--- src/rtl/rx_status_pkg.sv ---
// constants for the latched receive-status event bank
package rx_status_pkg;

  // register offsets on the host port
  localparam logic [7:0] RX_LATCHED_STATUS_3_OFS = 8'h92;
  localparam logic [7:0] RX_LATCHED_STATUS_4_OFS = 8'h93;
  localparam logic [7:0] RX_HDLC_LATCHED_STATUS_OFS = 8'h94;
  localparam logic [7:0] RX_LATCHED_STATUS_7_OFS = 8'h96;
  localparam logic [7:0] RX_SIGNALING_CHANGE_1_OFS = 8'h98;
  localparam logic [7:0] RX_SIGNALING_CHANGE_2_OFS = 8'h99;
  localparam logic [7:0] RX_SIGNALING_CHANGE_3_OFS = 8'h9A;
  localparam logic [7:0] RX_SIGNALING_CHANGE_4_OFS = 8'h9B;

  // reset value of every latched register
  localparam logic [7:0] STATUS_RESET = 8'h00;

  // rx_latched_status_3 fields (t1 / e1 shared positions)
  localparam int CLK_LOST_FALL_B = 7;
  localparam int SPARE_GONE_B    = 6;
  localparam int LDN_GONE_B      = 5;
  localparam int V52_GONE_B      = 5;
  localparam int LUP_GONE_B      = 4;
  localparam int DMA_GONE_B      = 4;
  localparam int CLK_LOST_RISE_B = 3;
  localparam int SPARE_SEEN_B    = 2;
  localparam int LDN_SEEN_B      = 1;
  localparam int V52_SEEN_B      = 1;
  localparam int LUP_SEEN_B      = 0;
  localparam int DMA_SEEN_B      = 0;

  // rx_latched_status_4 fields
  localparam int ES_FULL_B  = 7;
  localparam int ES_EMPTY_B = 6;
  localparam int ES_SLIP_B  = 5;
  localparam int SIG_COS_B  = 3;
  localparam int ONE_SEC_B  = 2;
  localparam int TIMER_B    = 1;
  localparam int MF_B       = 0;

  // rx_hdlc_latched_status fields
  localparam int HD_OVR_B   = 5;
  localparam int HD_FIRST_B = 4;
  localparam int HD_END_B   = 3;
  localparam int HD_START_B = 2;
  localparam int HD_HWM_B   = 1;
  localparam int HD_NE_B    = 0;

  // rx_latched_status_7 fields
  localparam int RAI_CI_B = 5;
  localparam int AIS_CI_B = 4;
  localparam int SLC96_B  = 3;
  localparam int FDL_B    = 2;
  localparam int BOC_GONE_B = 1;
  localparam int BOC_SEEN_B = 0;
  localparam int SA6_B    = 1;
  localparam int SAX_B    = 0;

  // timing: system clock and line rates
  localparam int CLK_PERIOD_NS   = 100;
  localparam int RCLK_T1_KHZ     = 1544;
  localparam int RCLK_E1_KHZ     = 2048;
  localparam int CHAN_T1_NS      = 5181;
  localparam int CHAN_E1_NS      = 3906;
  localparam int CHAN_T1_CYC     = (CHAN_T1_NS + CLK_PERIOD_NS - 1) / CLK_PERIOD_NS;
  localparam int CHAN_E1_CYC     = (CHAN_E1_NS + CLK_PERIOD_NS - 1) / CLK_PERIOD_NS;
  localparam int ONE_SEC_US      = 1000000;
  localparam int TIMER_T1_US     = 42000;
  localparam int TIMER_E1_US     = 62500;
  localparam int MF_E1_US        = 2000;
  localparam int MF_E1_EDGES     = RCLK_E1_KHZ * MF_E1_US / 1000;

endpackage

--- src/rtl/rx_latched_status_bank.sv ---
// latched receive-status event bank with read-to-clear host port
`timescale 1ns/10ps
`default_nettype none

// Overview of operation
// - T1 bit6 latches when spare match ends
// - T1 bit5 latches when loop-down ends
// - T1 bit4 latches when loop-up ends
// - clock loss sets bit3, recovery sets bit7
// - T1 bit2 latches on spare code start
// - T1 bit0 latches on loop-up start
// - E1 V5.2 link rise bit1, fall bit5
// - E1 two-multiframe distant alarm rise bit0
// - E1 distant alarm fall latches bit4
// - elastic store full sets bit7
// - elastic store empty sets bit6
// - any elastic store slip sets bit5
// - enabled channel signaling change sets bit3
// - one-second tick from receive clock
// - counter update tick per configured interval
// - multiframe tick on boundaries or 2ms
// - HDLC overrun abort sets bit5
// - HDLC first byte next sets bit4
// - packet end bit3, start bit2, read-clear
// - watermark rise bit1, not-empty rise bit0
// - RAI-CI in ESF alarm, AIS-CI in AIS
// - BOC seen bit0, BOC gone bit1
// - per-channel change bits hold until read
module rx_latched_status_bank
  import rx_status_pkg::*;
#(
  parameter int unsigned ONE_SEC_T1_EDGES = RCLK_T1_KHZ * (ONE_SEC_US / 1000),
  parameter int unsigned ONE_SEC_E1_EDGES = RCLK_E1_KHZ * (ONE_SEC_US / 1000),
  parameter int unsigned TIMER_T1_EDGES   = RCLK_T1_KHZ * TIMER_T1_US / 1000,
  parameter int unsigned TIMER_E1_EDGES   = RCLK_E1_KHZ * TIMER_E1_US / 1000
)
(
  // clock and reset
  input  wire logic        clk,
  input  wire logic        sys_rst,
  // host register port
  input  wire logic        host_rd,
  input  wire logic [7:0]  host_addr,
  output logic [7:0]       host_rd_data,
  output logic             host_rd_valid,
  // mode straps from the channel configuration
  input  wire logic        t1_mode,
  input  wire logic        esf_mode,
  input  wire logic        cas_enable,
  input  wire logic        error_counter_config_one_sec,
  input  wire logic        manual_latch,
  // recovered receive clock pin
  input  wire logic        rclk_pin,
  // code detector levels
  input  wire logic        spare_code_match,
  input  wire logic        loop_up_match,
  input  wire logic        loop_down_match,
  input  wire logic        v52_link_match,
  input  wire logic        boc_valid,
  // timeslot 16 frame 0 sample, once per multiframe
  input  wire logic        ts16_mf_strobe,
  input  wire logic        ts16_f0_bit6,
  // elastic store and framing events
  input  wire logic        estore_full_evt,
  input  wire logic        estore_empty_evt,
  input  wire logic        mf_boundary,
  // signaling change pulses and enables
  input  wire logic [31:0] sig_chan_change,
  input  wire logic [31:0] sig_change_enable,
  // hdlc receive events
  input  wire logic        hdlc_fifo_overrun,
  input  wire logic        hdlc_first_byte_next,
  input  wire logic        hdlc_packet_end,
  input  wire logic        hdlc_packet_start,
  input  wire logic        hdlc_above_watermark,
  input  wire logic        hdlc_fifo_not_empty,
  // alarm indications and codeword events
  input  wire logic        rai_active,
  input  wire logic        ais_active,
  input  wire logic        rai_ci_pattern,
  input  wire logic        ais_ci_pattern,
  input  wire logic        slc96_align,
  input  wire logic        fdl_full,
  input  wire logic        sa6_codeword,
  input  wire logic        sax_change,
  // live conditions
  output logic             rx_clock_lost,
  output logic             distant_mf_alarm
);

  // set wins over read-clear
  function automatic logic [7:0] latch8(input logic [7:0] q, input logic [7:0] set, input logic [7:0] clr);
    latch8 = (q & ~clr) | set;
  endfunction

  // registers and flags
  logic [7:0]  rx_latched_status_3_q;
  logic [7:0]  rx_latched_status_4_q;
  logic [7:0]  rx_hdlc_latched_status_q;
  logic [7:0]  rx_latched_status_7_q;
  logic [31:0] rss_q;
  logic [7:0]  rx_latched_status_3_set;
  logic [7:0]  rx_latched_status_4_set;
  logic [7:0]  rx_hdlc_latched_status_set;
  logic [7:0]  rx_latched_status_7_set;
  logic [7:0]  rd_value;
  logic        rclk_meta_q;
  logic        rclk_sync_q;
  logic        rclk_prev_q;
  logic        rclk_edge;
  logic [7:0]  lost_cnt_q;
  logic [7:0]  lost_limit;
  logic        lost_q;
  logic        lost_prev_q;
  logic        spare_prev_q;
  logic        lup_prev_q;
  logic        ldn_prev_q;
  logic        v52_prev_q;
  logic        boc_prev_q;
  logic        hwm_prev_q;
  logic        ne_prev_q;
  logic        dma_last_q;
  logic        dma_q;
  logic        dma_prev_q;
  logic [20:0] sec_cnt_q;
  logic [20:0] sec_limit;
  logic        sec_tick;
  logic [16:0] tmr_cnt_q;
  logic [16:0] tmr_limit;
  logic        tmr_tick;
  logic [12:0] mf_cnt_q;
  logic        mf_tick;

  // rising edge of the recovered clock after two sync stages
  always_ff @(posedge clk or posedge sys_rst)
  begin
    if (sys_rst)
    begin
      rclk_meta_q <= 1'b0;
      rclk_sync_q <= 1'b0;
      rclk_prev_q <= 1'b0;
    end
    else
    begin
      rclk_meta_q <= rclk_pin;
      rclk_sync_q <= rclk_meta_q;
      rclk_prev_q <= rclk_sync_q;
    end
  end

  assign rclk_edge = rclk_sync_q & ~rclk_prev_q;

  // one channel time without a transition means clock lost
  assign lost_limit = t1_mode ? 8'(CHAN_T1_CYC) : 8'(CHAN_E1_CYC);

  always_ff @(posedge clk or posedge sys_rst)
  begin
    if (sys_rst)
    begin
      lost_cnt_q <= 8'h00;
      lost_q     <= 1'b0;
    end
    else if (rclk_sync_q != rclk_prev_q)
    begin
      lost_cnt_q <= 8'h00;
      lost_q     <= 1'b0;
    end
    else if (lost_cnt_q >= lost_limit)
    begin
      lost_q <= 1'b1;
    end
    else
    begin
      lost_cnt_q <= lost_cnt_q + 8'h01;
    end
  end

  assign rx_clock_lost = lost_q;

  // previous values of every edge-detected condition except the recovered clock, whose previous value is kept in the sync stages
  always_ff @(posedge clk or posedge sys_rst)
  begin
    if (sys_rst)
    begin
      lost_prev_q  <= 1'b0;
      spare_prev_q <= 1'b0;
      lup_prev_q   <= 1'b0;
      ldn_prev_q   <= 1'b0;
      v52_prev_q   <= 1'b0;
      boc_prev_q   <= 1'b0;
      hwm_prev_q   <= 1'b0;
      ne_prev_q    <= 1'b0;
      dma_prev_q   <= 1'b0;
    end
    else
    begin
      lost_prev_q  <= lost_q;
      spare_prev_q <= spare_code_match;
      lup_prev_q   <= loop_up_match;
      ldn_prev_q   <= loop_down_match;
      v52_prev_q   <= v52_link_match;
      boc_prev_q   <= boc_valid;
      hwm_prev_q   <= hdlc_above_watermark;
      ne_prev_q    <= hdlc_fifo_not_empty;
      dma_prev_q   <= dma_q;
    end
  end

  // distant multiframe alarm: bit 6 set in two consecutive multiframes
  always_ff @(posedge clk or posedge sys_rst)
  begin
    if (sys_rst)
    begin
      dma_last_q <= 1'b0;
      dma_q      <= 1'b0;
    end
    else if (ts16_mf_strobe)
    begin
      dma_last_q <= ts16_f0_bit6;
      dma_q      <= ts16_f0_bit6 & (dma_last_q | dma_q);
    end
  end

  assign distant_mf_alarm = dma_q;

  // one-second interval counted in receive clock edges
  assign sec_limit = t1_mode ? 21'(ONE_SEC_T1_EDGES - 1) : 21'(ONE_SEC_E1_EDGES - 1);
  assign sec_tick  = rclk_edge & (sec_cnt_q >= sec_limit);

  always_ff @(posedge clk or posedge sys_rst)
  begin
    if (sys_rst)
      sec_cnt_q <= 21'h000000;
    else if (sec_tick)
      sec_cnt_q <= 21'h000000;
    else if (rclk_edge)
      sec_cnt_q <= sec_cnt_q + 21'h000001;
  end

  // short counter-update interval, 42ms t1 or 62.5ms e1
  assign tmr_limit = t1_mode ? 17'(TIMER_T1_EDGES - 1) : 17'(TIMER_E1_EDGES - 1);
  assign tmr_tick  = error_counter_config_one_sec ? sec_tick : (rclk_edge & (tmr_cnt_q >= tmr_limit));

  always_ff @(posedge clk or posedge sys_rst)
  begin
    if (sys_rst)
      tmr_cnt_q <= 17'h00000;
    else if (rclk_edge & (tmr_cnt_q >= tmr_limit))
      tmr_cnt_q <= 17'h00000;
    else if (rclk_edge)
      tmr_cnt_q <= tmr_cnt_q + 17'h00001;
  end

  // arbitrary 2ms boundary for e1 without cas
  always_ff @(posedge clk or posedge sys_rst)
  begin
    if (sys_rst)
      mf_cnt_q <= 13'h0000;
    else if (rclk_edge & (mf_cnt_q >= 13'(MF_E1_EDGES - 1)))
      mf_cnt_q <= 13'h0000;
    else if (rclk_edge)
      mf_cnt_q <= mf_cnt_q + 13'h0001;
  end

  assign mf_tick = (t1_mode | cas_enable) ? mf_boundary
                 : (rclk_edge & (mf_cnt_q >= 13'(MF_E1_EDGES - 1)));

  // event vector for rx_latched_status_3, per mode
  always_comb
  begin
    rx_latched_status_3_set = 8'h00;
    rx_latched_status_3_set[CLK_LOST_FALL_B] = lost_prev_q & ~lost_q;
    rx_latched_status_3_set[CLK_LOST_RISE_B] = lost_q & ~lost_prev_q;
    if (t1_mode)
    begin
      rx_latched_status_3_set[SPARE_GONE_B] = spare_prev_q & ~spare_code_match;
      rx_latched_status_3_set[LDN_GONE_B]   = ldn_prev_q & ~loop_down_match;
      rx_latched_status_3_set[LUP_GONE_B]   = lup_prev_q & ~loop_up_match;
      rx_latched_status_3_set[SPARE_SEEN_B] = spare_code_match & ~spare_prev_q;
      rx_latched_status_3_set[LDN_SEEN_B]   = loop_down_match & ~ldn_prev_q;
      rx_latched_status_3_set[LUP_SEEN_B]   = loop_up_match & ~lup_prev_q;
    end
    else
    begin
      rx_latched_status_3_set[V52_GONE_B] = v52_prev_q & ~v52_link_match;
      rx_latched_status_3_set[V52_SEEN_B] = v52_link_match & ~v52_prev_q;
      rx_latched_status_3_set[DMA_GONE_B] = dma_prev_q & ~dma_q;
      rx_latched_status_3_set[DMA_SEEN_B] = dma_q & ~dma_prev_q;
    end
  end

  // event vector for rx_latched_status_4
  always_comb
  begin
    rx_latched_status_4_set = 8'h00;
    rx_latched_status_4_set[ES_FULL_B]  = estore_full_evt;
    rx_latched_status_4_set[ES_EMPTY_B] = estore_empty_evt;
    rx_latched_status_4_set[ES_SLIP_B]  = estore_full_evt | estore_empty_evt;
    rx_latched_status_4_set[SIG_COS_B]  = |(sig_chan_change & sig_change_enable);
    rx_latched_status_4_set[ONE_SEC_B]  = sec_tick;
    rx_latched_status_4_set[TIMER_B]    = tmr_tick | manual_latch;
    rx_latched_status_4_set[MF_B]       = mf_tick;
  end

  // event vector for the hdlc status register
  always_comb
  begin
    rx_hdlc_latched_status_set = 8'h00;
    rx_hdlc_latched_status_set[HD_OVR_B]   = hdlc_fifo_overrun;
    rx_hdlc_latched_status_set[HD_FIRST_B] = hdlc_first_byte_next;
    rx_hdlc_latched_status_set[HD_END_B]   = hdlc_packet_end;
    rx_hdlc_latched_status_set[HD_START_B] = hdlc_packet_start;
    rx_hdlc_latched_status_set[HD_HWM_B]   = hdlc_above_watermark & ~hwm_prev_q;
    rx_hdlc_latched_status_set[HD_NE_B]    = hdlc_fifo_not_empty & ~ne_prev_q;
  end

  // event vector for rx_latched_status_7, per mode
  always_comb
  begin
    rx_latched_status_7_set = 8'h00;
    if (t1_mode)
    begin
      rx_latched_status_7_set[RAI_CI_B]   = rai_ci_pattern & esf_mode & rai_active;
      rx_latched_status_7_set[AIS_CI_B]   = ais_ci_pattern & ais_active;
      rx_latched_status_7_set[SLC96_B]    = slc96_align;
      rx_latched_status_7_set[FDL_B]      = fdl_full;
      rx_latched_status_7_set[BOC_GONE_B] = boc_prev_q & ~boc_valid;
      rx_latched_status_7_set[BOC_SEEN_B] = boc_valid & ~boc_prev_q;
    end
    else
    begin
      rx_latched_status_7_set[SA6_B] = sa6_codeword;
      rx_latched_status_7_set[SAX_B] = sax_change;
    end
  end

  // read mux, unmapped addresses answer zero
  always_comb
  begin
    case (host_addr)
      RX_LATCHED_STATUS_3_OFS: rd_value = rx_latched_status_3_q;
      RX_LATCHED_STATUS_4_OFS: rd_value = rx_latched_status_4_q;
      RX_HDLC_LATCHED_STATUS_OFS: rd_value = rx_hdlc_latched_status_q;
      RX_LATCHED_STATUS_7_OFS: rd_value = rx_latched_status_7_q;
      RX_SIGNALING_CHANGE_1_OFS: rd_value = rss_q[7:0];
      RX_SIGNALING_CHANGE_2_OFS: rd_value = rss_q[15:8];
      RX_SIGNALING_CHANGE_3_OFS: rd_value = rss_q[23:16];
      RX_SIGNALING_CHANGE_4_OFS: rd_value = rss_q[31:24];
      default:  rd_value = 8'h00;
    endcase
  end

  // read data and valid, one cycle after the strobe
  always_ff @(posedge clk or posedge sys_rst)
  begin
    if (sys_rst)
    begin
      host_rd_data  <= 8'h00;
      host_rd_valid <= 1'b0;
    end
    else
    begin
      host_rd_valid <= host_rd;
      if (host_rd)
        host_rd_data <= rd_value;
    end
  end

  // latched status: clear only the bits returned, new events win
  always_ff @(posedge clk or posedge sys_rst)
  begin
    if (sys_rst)
    begin
      rx_latched_status_3_q <= STATUS_RESET;
      rx_latched_status_4_q <= STATUS_RESET;
      rx_hdlc_latched_status_q <= STATUS_RESET;
      rx_latched_status_7_q <= STATUS_RESET;
    end
    else
    begin
      rx_latched_status_3_q <= latch8(rx_latched_status_3_q, rx_latched_status_3_set, (host_rd && host_addr == RX_LATCHED_STATUS_3_OFS) ? rx_latched_status_3_q : 8'h00);
      rx_latched_status_4_q <= latch8(rx_latched_status_4_q, rx_latched_status_4_set, (host_rd && host_addr == RX_LATCHED_STATUS_4_OFS) ? rx_latched_status_4_q : 8'h00);
      rx_hdlc_latched_status_q <= latch8(rx_hdlc_latched_status_q, rx_hdlc_latched_status_set, (host_rd && host_addr == RX_HDLC_LATCHED_STATUS_OFS) ? rx_hdlc_latched_status_q : 8'h00);
      rx_latched_status_7_q <= latch8(rx_latched_status_7_q, rx_latched_status_7_set, (host_rd && host_addr == RX_LATCHED_STATUS_7_OFS) ? rx_latched_status_7_q : 8'h00);
    end
  end

  // per-channel signaling change bits, four bytes
  always_ff @(posedge clk or posedge sys_rst)
  begin
    if (sys_rst)
      rss_q <= {4{STATUS_RESET}};
    else
    begin
      rss_q[7:0]   <= latch8(rss_q[7:0], sig_chan_change[7:0],
                             (host_rd && host_addr == RX_SIGNALING_CHANGE_1_OFS) ? rss_q[7:0] : 8'h00);
      rss_q[15:8]  <= latch8(rss_q[15:8], sig_chan_change[15:8],
                             (host_rd && host_addr == RX_SIGNALING_CHANGE_2_OFS) ? rss_q[15:8] : 8'h00);
      rss_q[23:16] <= latch8(rss_q[23:16], sig_chan_change[23:16],
                             (host_rd && host_addr == RX_SIGNALING_CHANGE_3_OFS) ? rss_q[23:16] : 8'h00);
      rss_q[31:24] <= latch8(rss_q[31:24], sig_chan_change[31:24],
                             (host_rd && host_addr == RX_SIGNALING_CHANGE_4_OFS) ? rss_q[31:24] : 8'h00);
    end
  end

endmodule

`default_nettype wire

--- config.mk ---
export PLATFORM = sky130hd
export DESIGN_NAME = rx_latched_status_bank
export DESIGN_NICKNAME = d
export VERILOG_FILES = /design/src/rtl/rx_status_pkg.sv /design/src/rtl/rx_latched_status_bank.sv
export SDC_FILE = /design/constraint.sdc
export NUM_CORES = 1
export LEC_CHECK = 0
export BUFFER_PORTS_ARGS = -buffer_cell sky130_fd_sc_hd__clkbuf_2
export CAP_MARGIN = 25
export CORE_UTILIZATION = 35
export CTS_CLUSTER_SIZE = 24
export DETAILED_ROUTE_END_ITERATION = 10
export GPL_TIMING_DRIVEN = 1
export PLACE_DENSITY_LB_ADDON = 0.08
export SYNTH_ARGS = -nofsm -noshare
export SYNTH_HDL_FRONTEND = slang
export SYNTH_SLANG_ARGS = --single-unit
--- constraint.sdc ---
create_clock -name clk -period 6.3 [get_ports clk]
set_input_delay 0.63 -clock clk [delete_from_list [all_inputs] [get_ports clk]]
set_output_delay 0.63 -clock clk [all_outputs]
set_load 0.02 [all_outputs]
==> flow_summary_export.csv, run 1 <==
group,metric,value,unit
status,outcome,"finished clean",
sta,finalMaxSlewViolations,0,
drt,vias,5923,
critical_path,cp_data_arrival_time,3.77,ns
drt,wl_per_cell,17.9,µm
sta,fin_crit_sh,0.554,
place,finalWeightedCongestion,0.854,
global_route,grt_pass1_vias,5925,
logic_synthesis,synth_area,7350,µm²
logic_synthesis,ys_seq_elements,147,
clock_network,cts_resized,0,
floorplan,rows,52,
drt,drc,0,
pwr,powerDensity,300,nW/µm²
logic_synthesis,synth.top_cells.by_count,"dfrtp_1, nand2_1, a21o_1",
logic_synthesis,synth_top_area_share,0.501,
clock_network,h-tree-depth,4,
place,port_buffers,115,
logic_synthesis,synthXorXnorAreaFrac,0.0310,
logic_synthesis,yosys.area_share.adder,0.0375,
floorplan,fp.dieArea,21600,µm²
clock_network,clock-root-buffer,"clkbuf_16",
logic_synthesis,yosys.cell_types.count,65,
logic_synthesis,ys.flop_type,"dfrtp_1",
logic_synthesis,synth_nets,831,
sta,finalHoldViolCount,0,
critical_path,start_kind,"primary input",
global_route,overflow,0,
clock_network,cts_made_buffers,17,
logic_synthesis,synth-simple-area-share,0.156,
sta,post-route-min-period,3.49,ns
logic_synthesis,async_reset_ff_frac,1.00,
drt,ant_nets,0,
sta,fin_tns_setup,0,ns
floorplan,core-area,20400,µm²
logic_synthesis,syn_inst,704,
final_layout,fin_nets,939,
clock_network,post_cts.repair.setup_buffers,0,
logic_synthesis,synth_top_area_cell,"dfrtp_1",
sta,finClkSkew,0.0102,ns
pwr,finalPower,0.00262,W
sta,fmax,286,MHz
sta,setup_violations,0,
drt,via_per_inst,5.41,
logic_synthesis,synth_most_common_cell,"dfrtp_1",
clock_network,clock-sinks,147,
place,hpwl,14300,µm
critical_path,required,6.58,ns
global_route,grt_util_all_layers,0.188,
logic_synthesis,synth_top_family_by_area,"compound AO/OA/AOI/OAI gates",
critical_path,critPathKind,"in -> reg",
floorplan,die_x,147,µm
global_route,grt_max_degree,81,
clock_network,ctsLongestPathBuffers,2,
worst_hold_path,hp-class,"in -> reg",
logic_synthesis,synth_mux_area_frac,0.0324,
global_route,antenna_found_initial,0,
sta,relSlewSlack,0.418,
sta,holdWs,0.315,ns
clock_network,postCtsHoldBufs,0,
sta,tightest_slew,0.873,ns
logic_synthesis,synthesis.area_per_instance,10.4,µm²
drt,dr.first_iter.drc_count,318,
clock_network,clk_latency,0.42,ns
pwr,p_leak,3.70,nW
drt,drt-total-wl,19600,µm
drt,first_pass_iters,6,
flow_run,drv_cap,0,
logic_synthesis,synth_compound_area_frac,0.208,
critical_path,worstSetupEndpointType,"flip-flop",
floorplan,initial_core_util,0.360,
logic_synthesis,ys_seq_area_frac,0.501,
place,dp.cells,1062,
floorplan,ios,116,
global_route,grt_first_pass_wirelength,31700,µm
clock_network,clk_pin_slew,0.06,ns
logic_synthesis,synth-edff-count,0,
pwr,vdd_ir_drop_max,0.196,mV
logic_synthesis,synthTopCellsByArea,"dfrtp_1, a21o_1, ha_1",
floorplan,die_h,147,µm
final_layout,num_antenna_cells,0,
final_layout,area_growth,18.9,%
final_layout,finalNonFillerCells,1095,
logic_synthesis,yosys_warnings,0,
critical_path,worst-path-max-fanout,27,
final_layout,drive_above_1_share,0.208,
sta,grt_setup_unrepaired,"false",
clock_network,cts_tree,"built",
-- registers in the layout, indices dropped and copies added (netlist names), 8 cells and up --
signal and flops:
host_rd_data 8, rx_latched_status_3_q 8, rx_latched_status_4_q 8, rx_hdlc_latched_status_q 8, mf_cnt_q 13, lost_cnt_q 8, sec_cnt_q 21, rss_q 32
tmr_cnt_q 17, rx_latched_status_7_q 8
-- through the flow --
step / setup slack [ns] / cell area, µm² / util
final: 2.81 / 8730 / 0.428
after global routing: 2.53 / 8730 / 0.428
after CTS: 2.88 / 8730 / 0.427
after detailed placement: 2.41 / 8150 / 0.399
after global placement: 2.56 / 8150 / 0.399
after floorplan: 1.72 / 7350 / -
-- kinds of logic after synthesis --
family / Yosys count
buffers and inverters: 62
adders and majority gates: 22
muxes: 23
and+or+nand+nor: 215
xor gates and xnor gates: 26
DFF: 147
AOI/OAI and AO/OA: 209
-- routing by layer --
layer | track usage | routed length (µm)
met5 | 0 | 0
met4 | 0.0479 | 192
met3 | 0.0407 | 793
met2 | 0.322 | 9680
met1 | 0.241 | 8900
-- area by class of cell --
class,instances,area [µm²]
Tap cell,270,338
Inverter,33,129
Timing Repair Buffer,118,598
Clock buffer,20,447
Fill cell,2009,11700
Sequential cell,147,3680
Multi-Input combinational cell,495,3410
Clock inverter,12,134
-- final timing paths --
path,start,to,slack [ns],depth (start not counted)
max reg2reg,tmr_cnt_q[10]$_DFFE_PP0P_,tmr_cnt_q[3]$_DFFE_PP0P_,3.64,6
min,rclk_pin,rclk_meta_q$_DFF_PP0_,0.32,1
max in group asynchronous,sys_rst,rx_latched_status_3_q[4]$_DFF_PP0_,4.60,3
min in group asynchronous,sys_rst,rss_q[10]$_DFF_PP0_,0.34,2
min reg2reg,rclk_meta_q$_DFF_PP0_,rclk_sync_q$_DFF_PP0_,0.35,0
max,t1_mode,tmr_cnt_q[3]$_DFFE_PP0P_,2.81,8
-- where the power goes --
part	total [W]	switching, W	internal [W]	leakage (nW)
clock network	0.000988	0.000396	0.000592	0.257
registers	0.00119	0.000135	0.00105	1.62
logic	0.000444	0.000250	0.000194	1.82
total	0.00262	0.000780	0.00184	3.70
-- layout by cell type (no fill, tap or decap), drive strengths merged, types with 14 or more instances in the layout --
master	instances
nor2	31
a22oi	14
ha	22
clkbuf	135
mux2i	17
nand3	29
a21oi	32
o21ai	22
nand4	22
dfrtp	147
nand2	63
inv	33
a22o	15
a21o	46
-- worst max-delay path, stage by stage --
cell and delay (ns):
clkbuf_2 0.53, inv_1 0.39, ha_1 0.42, a21o_1 0.16, a211oi_1 0.37, o211a_1 0.45, o21ai_0 0.35, o311ai_0 0.46
Power figures use the tool's default switching activity.
==> run 2, diff against run 1 <==
--- a/config.mk
+++ b/config.mk
@@ -5,6 +5,7 @@
 export SDC_FILE = /design/constraint.sdc
 export NUM_CORES = 1
 export LEC_CHECK = 0
+export ABC_AREA = 1
 export BUFFER_PORTS_ARGS = -buffer_cell sky130_fd_sc_hd__clkbuf_2
 export CAP_MARGIN = 25
 export CORE_UTILIZATION = 35
==> constraint.sdc (replaced) <==
create_clock -name clk -period 3.5 [get_ports clk]
set_input_delay 0.35 -clock clk [delete_from_list [all_inputs] [get_ports clk]]
set_output_delay 0.35 -clock clk [all_outputs]
set_load 0.02 [all_outputs]
==> run 2 against run 1 <==
Effect of this change:
- non-clock buffer count grew 4
- total power grew 77%
- largest cell class unchanged
- count of clock-buffer cells in the layout grew 1
==> flow_summary_export.csv, run 2 <==
group,metric,value,unit
status,outcome,"finished clean",
critical_path,path_buf_inv,1,
critical_path,required,3.79,ns
sta,finClkSkew,0.00902,ns
floorplan,die_x,149,µm
critical_path,crit_top_cell,"nor2_1",
critical_path,worstSetupEndpointType,"flip-flop",
critical_path,critPathMaxStageDelay,0.60,ns
floorplan,die_h,149,µm
logic_synthesis,async_reset_ff_frac,1.00,
sta,setup_violations,0,
logic_synthesis,synth_top_area_share,0.484,
logic_synthesis,synth-edff-count,0,
place,dp_slack,1.09,ns
logic_synthesis,ys_seq_area_frac,0.484,
place,finalWeightedCongestion,0.780,
floorplan,fp.dieArea,22300,µm²
sta,holdWs,0.0300,ns
global_route,grt_pass1_vias,5903,
floorplan,rows,53,
sta,post-route-min-period,1.97,ns
clock_network,cts_made_buffers,17,
logic_synthesis,ys.flop_type,"dfrtp_1",
drt,drt-total-wl,18400,µm
logic_synthesis,synthesis.area_per_instance,8.08,µm²
logic_synthesis,synth_most_common_cell,"nand2_1",
floorplan,ios,116,
place,port_buffers,115,
final_layout,num_antenna_cells,0,
logic_synthesis,ys_seq_elements,147,
logic_synthesis,synthTopCellsByArea,"dfrtp_1, nand2_1, inv_1",
drt,via_per_inst,4.64,
place,place_area,8510,µm²
clock_network,cts_tree,"built",
clock_network,cts_resized,0,
final_layout,final_core_util,0.436,
pwr,p_leak,4.87,nW
final_layout,fin_area,9210,µm²
floorplan,core-area,21200,µm²
global_route,overflow,0,
place,hpwl,13600,µm
final_layout,fin_nets,1194,
critical_path,critPathKind,"reg -> reg",
clock_network,clock-root-buffer,"clkbuf_16",
global_route,grt_first_pass_wirelength,30500,µm
clock_network,post_cts.repair.setup_buffers,0,
global_route,antenna_found_initial,0,
final_layout,top_regs,"rss_q: 32 flops, sec_cnt_q: 21 flops, tmr_cnt_q: 17 flops",
sta,fmax,507,MHz
final_layout,largest_reg_flops,32,
sta,finalHoldViolCount,0,
critical_path,crit_family,"buffers and inverters",
final_layout,drive_above_1_share,0.164,
clock_network,h-tree-depth,4,
clock_network,ctsLongestPathBuffers,2,
global_route,grt_util_all_layers,0.177,
global_route,grt_max_degree,83,
drt,vias,6285,
final_layout,most-common-layout-cells,"nand2_1, dfrtp_1, inv_1, nor2_1, clkbuf_2",
sta,relSlewSlack,0.457,
clock_network,clk_latency,0.43,ns
drt,wl_per_cell,13.6,µm
logic_synthesis,synth_nets,1067,
logic_synthesis,syn_inst,940,
critical_path,path_cells,"ha_1, inv_1, nor2_1, nand3_1, nor2_1, o22ai_1, nor2_1",
drt,drc,0,
critical_path,regToRegSetupSlack,1.53,ns
critical_path,start_kind,"flip-flop",
logic_synthesis,yosys_warnings,0,
drt,ant_nets,0,
final_layout,nFillCells,2129,
final_layout,area_growth,21.2,%
sta,tightest_slew,0.814,ns
sta,fin_crit_sh,0.564,
pwr,powerDensity,503,nW/µm²
critical_path,worst-path-max-fanout,22,
sta,setup_slack,1.53,ns
clock_network,clock-sinks,147,
critical_path,slowest_stage,"inv_1",
drt,dr.first_iter.drc_count,321,
clock_network,postCtsHoldBufs,0,
flow_run,drv_cap,0,
clock_network,clk_pin_slew,0.06,ns
sta,fin_tns_setup,0,ns
logic_synthesis,synth.top_cells.by_count,"nand2_1, dfrtp_1, inv_1",
drt,first_pass_iters,4,
sta,grt_setup_unrepaired,"false",
logic_synthesis,synth_area,7600,µm²
logic_synthesis,yosys.cell_types.count,43,
final_layout,regMostFlops,"rss_q",
logic_synthesis,synth_top_area_cell,"dfrtp_1",
final_layout,layout.cells.most_common,"nand2_1",
sta,finalMaxSlewViolations,0,
worst_hold_path,hp-class,"in -> reg",
pwr,vdd_ir_drop_max,0.332,mV
floorplan,initial_core_util,0.359,
critical_path,cp_data_arrival_time,2.27,ns
## run 2: cell types whose count changed in the layout (fill, tap and decap cells not counted), moves of 30 or more
cell,previous run,this run
nand2_1,63,213
inv_1,32,131
nor2_1,31,128
a21o_1,46,2
nand3_1,27,65
o21bai_1,0,35
o21ai_0,22,52
## run 2: layout make-up
type                            instances  area (µm²)  area share
Multi-Input combinational cell        643        3330       0.362
Tap cell                              275         344      0.0373
Timing Repair Buffer                  122         641      0.0695
Sequential cell                       147        3680       0.399
Inverter                              136         514      0.0558
Clock buffer                           21         480      0.0522
Clock inverter                         11         221      0.0240
## run 2: cell families (layout without fill, tap and decap cells)
logic type,Yosys count,count (layout),synth area share
simple gates,453,453,0.251
buf+inv,150,290,0.0774
xor+xnor,34,34,0.0392
fa+ha+maj,22,22,0.0362
compound gates,134,134,0.112
flops,147,147,0.484
## run 2: stage by stage
stage,std cells,power (W)
2_1_floorplan,940,0.00233
3_3_place_gp,1323,0.00252
3_5_place_dp,1323,0.00252
4_1_cts,1355,0.00469
5_1_grt,1355,0.00487
6_report,1355,0.00464
## run 2: worst reg2reg max path: stages, from the launching register on
cell and delay (ns):
dfrtp_1 0.38, ha_1 0.22, inv_1 0.60, nor2_1 0.24, nand3_1 0.18, nor2_1 0.05
o22ai_1 0.10, nor2_1 0.07
## run 2: path summary, 6_finish.rpt
path | from | endpoint | cells after the start
min in group asynchronous | sys_rst | hwm_prev_q$_DFF_PP0_ | 2
worst max register to register | rclk_sync_q$_DFF_PP0_ | mf_cnt_q[9]$_DFFE_PP0P_ | 7
worst min-delay path | rclk_pin | rclk_meta_q$_DFF_PP0_ | 1
max in group asynchronous | sys_rst | host_rd_data[3]$_DFFE_PP0P_ | 3
worst max-delay path | rclk_sync_q$_DFF_PP0_ | mf_cnt_q[9]$_DFFE_PP0P_ | 7
worst min register to register | rclk_meta_q$_DFF_PP0_ | rclk_sync_q$_DFF_PP0_ | 0
## run 2: per-layer routing
metal	share of wire	GRT usage	vias to the layer above	wire, µm
met5	0	0	-	0
met2	0.45	0.265	91	8300
li1	-	-	3274	-
met3	0.035	0.0367	12	641
met1	0.50	0.255	2908	9250
met4	0.011	0.0536	0	201
## run 2: power breakdown
part	leakage, nW	total [W]	internal, W	switching, W
clock network	0.336	0.00215	0.00142	0.000733
registers	1.67	0.00198	0.00183	0.000145
logic	2.86	0.000506	0.000220	0.000286
==> run 3, diff against run 2 <==
--- a/config.mk
+++ b/config.mk
@@ -5,7 +5,7 @@
 export SDC_FILE = /design/constraint.sdc
 export NUM_CORES = 1
 export LEC_CHECK = 0
-export ABC_AREA = 1
+export ABC_AREA = 0
 export BUFFER_PORTS_ARGS = -buffer_cell sky130_fd_sc_hd__clkbuf_2
 export CAP_MARGIN = 25
 export CORE_UTILIZATION = 35
==> constraint.sdc (replaced) <==
create_clock -name clk -period 1.85 [get_ports clk]
set_input_delay 0.185 -clock clk [delete_from_list [all_inputs] [get_ports clk]]
set_output_delay 0.185 -clock clk [all_outputs]
set_load 0.02 [all_outputs]
==> run 3 against run 2 <==
Effect of this change:
- the flow now finishes with violations (negative setup slack)
- hold slack worse by 0.0082 ns
- clock skew down 0.00088 ns
- via count up 2.7%
- worst setup slack worse by 1.5 ns
- sequential share of layout area down 4.3 points
- cell count down 8.0%
- first-iteration DRC count down 21%
- critical path type unchanged
- critical endpoint is now sec_cnt_q[18]$_DFFE_PP0P_
- largest power group is now registers
==> flow_summary_export.csv, run 3 (synthesis gave the netlist of run 1 again) <==
group,metric,value,unit
worst_hold_path,hold_end,"rx_latched_status_7_q[1]$_DFF_PP0_",
place,hpwl,15800,µm
final_layout,regMostFlops,"rss_q",
sta,finClkSkew,0.00814,ns
drt,via_per_inst,5.18,
pwr,powerDensity,934,nW/µm²
global_route,grt_pass1_vias,6481,
critical_path,start_kind,"flip-flop",
floorplan,ios,116,
worst_hold_path,worstHoldPathCells,2,
final_layout,fin_area,10300,µm²
drt,ant_nets,0,
floorplan,core-area,20400,µm²
final_layout,area_growth,40.6,%
drt,drt-total-wl,21600,µm
final_layout,fin_nets,1090,
floorplan,die_h,147,µm
worst_hold_path,hp-class,"in -> reg",
drt,vias,6453,
global_route,grt_util_all_layers,0.205,
critical_path,cp_data_arrival_time,2.16,ns
floorplan,fp.dieArea,21600,µm²
final_layout,most-common-layout-cells,"dfrtp_1, clkbuf_2, buf_4, nand2_1, dlygate4sd3_1",
place,port_buffers,115,
floorplan,die_x,147,µm
critical_path,slowest_stage,"or4_4",
sta,fin_crit_sh,1.00,
status,violations,"negative setup slack",
final_layout,num_antenna_cells,0,
critical_path,required,2.15,ns
global_route,antenna_found_initial,0,
critical_path,critPathMaxStageDelay,0.64,ns
sta,fin_tns_setup,-0.00866,ns
global_route,grt_max_degree,53,
critical_path,path_cells,"ha_4, nand3_2, or4_4, nor3_4, xnor2_1, a21oi_1",
final_layout,largest_reg_flops,32,
clock_network,clk_latency,0.43,ns
clock_network,cts_made_buffers,17,
drt,first_pass_iters,4,
place,finalWeightedCongestion,0.899,
global_route,overflow,0,
pwr,p_leak,4.46,nW
critical_path,worstSetupEndpointType,"flip-flop",
place,place_area,8870,µm²
critical_path,worst-path-max-fanout,5,
sta,fmax,538,MHz
sta,grt_setup_unrepaired,"true",
final_layout,layout.cells.most_common,"dfrtp_1",
floorplan,initial_core_util,0.360,
clock_network,clock-sinks,147,
final_layout,final_core_util,0.506,
final_layout,drive_above_1_share,0.316,
clock_network,h-tree-depth,4,
clock_network,clk_pin_slew,0.06,ns
sta,finalHoldViolCount,0,
drt,wl_per_cell,17.3,µm
critical_path,critPathKind,"reg -> reg",
clock_network,ctsLongestPathBuffers,2,
critical_path,r2r.worst_path.cells,6,
critical_path,rr_startpoint,"rclk_sync_q$_DFF_PP0_",
sta,finalMaxSlewViolations,0,
clock_network,cts_tree,"built",
status,outcome,"complete, but fails checks",
floorplan,rows,52,
final_layout,nFillCells,1844,
sta,post-route-min-period,1.86,ns
worst_hold_path,worstHoldStart,"sa6_codeword",
sta,tightest_slew,0.541,ns
sta,setup_violations,1,
sta,relSlewSlack,0.630,
final_layout,top_regs,"rss_q: 32 flops, sec_cnt_q: 21 flops, tmr_cnt_q: 17 flops",
pwr,vdd_ir_drop_max,0.606,mV
sta,setup_slack,-0.00866,ns
clock_network,clock-root-buffer,"clkbuf_16",
drt,drc,0,
drt,dr.first_iter.drc_count,254,
critical_path,regToRegSetupSlack,-0.009,ns
global_route,grt_first_pass_wirelength,34200,µm
flow_run,drv_cap,0,
critical_path,worstReg2RegEnd,"sec_cnt_q[18]$_DFFE_PP0P_",
run 3: cell types whose count changed in the layout (fill, tap and decap cells not counted), sizes merged, moves of 36 or more:
cell | before | now
dlygate4sd3 | 0 | 55
nor2 | 139 | 31
buf | 7 | 99
a21o | 2 | 46
nand2 | 215 | 63
inv | 135 | 34
nand3 | 65 | 29
run 3: worst max-delay path by stage:
| stage | from | to | slack [ns] | depth (start not counted) |
|---|---|---|---|---|
| 2_1_floorplan | sys_rst | boc_prev_q$_DFF_PP0_ | -0.18 | 1 |
| 3_3_place_gp | t1_mode | tmr_cnt_q[9]$_DFFE_PP0P_ | -0.11 | 8 |
| 3_5_place_dp | t1_mode | tmr_cnt_q[9]$_DFFE_PP0P_ | -0.25 | 8 |
| 4_1_cts | tmr_cnt_q[10]$_DFFE_PP0P_ | rx_latched_status_4_q[1]$_DFF_PP0_ | -0.01 | 7 |
| 5_1_grt | tmr_cnt_q[4]$_DFFE_PP0P_ | tmr_cnt_q[9]$_DFFE_PP0P_ | -0.1 | 7 |
| 6_report | rclk_sync_q$_DFF_PP0_ | sec_cnt_q[18]$_DFFE_PP0P_ | -0.009 | 6 |
run 3: routing by layer:
layer / wire length [µm] / vias up / track usage
li1: - / 3141 / -
met1: 10000 / 3141 / 0.271
met2: 10300 / 149 / 0.335
met3: 916 / 22 / 0.0447
met4: 359 / 0 / 0.0629
met5: 0 / - / 0
run 3: final cells by class:
type	count	area (µm²)	area share
Multi-Input combinational cell	495	3650	0.354
Timing Repair Buffer	269	1980	0.191
Inverter	33	128	0.0124
Clock inverter	12	108	0.0104
Tap cell	270	338	0.0327
Clock buffer	20	447	0.0432
Sequential cell	147	3680	0.356
run 3: power breakdown:
| group | internal (W) | total (W) | switching [W] |
|---|---|---|---|
| clock | 0.00189 | 0.00328 | 0.00139 |
| sequential | 0.00359 | 0.00399 | 0.000396 |
| combinational | 0.00121 | 0.00238 | 0.00118 |
run 3: through the flow:
| stage | worst slack (ns) | power [W] | hold WS [ns] | cells |
|---|---|---|---|---|
| 2_1_floorplan | -0.182 | 0.00513 | 0.216 | 704 |
| 3_3_place_gp | -0.113 | 0.00596 | 0.205 | 1147 |
| 6_report | -0.00866 | 0.00965 | 0.0218 | 1246 |
| 5_1_grt | -0.0969 | 0.0102 | 0.00662 | 1246 |
| 3_5_place_dp | -0.251 | 0.00603 | 0.207 | 1147 |
| 4_1_cts | -0.0104 | 0.00948 | 0.00317 | 1234 |
run 3: critical path: cells and delay by family (launching register included):
kind            cells  cell delay [ns]
simple gates        3             0.93
flops               1             0.41
fa+ha+maj           1             0.19
xor+xnor            1             0.13
compound gates      1             0.06
run 3: what timing repair did:
item / in CTS / in global routing
gates resized for setup: 15 / 46
setup endpoints to repair: 32 / 45
hold buffers: 54 / 1
pin swaps: 8 / 26
hold endpoints to repair: 63 / 1
buffers inserted: 1 / 12
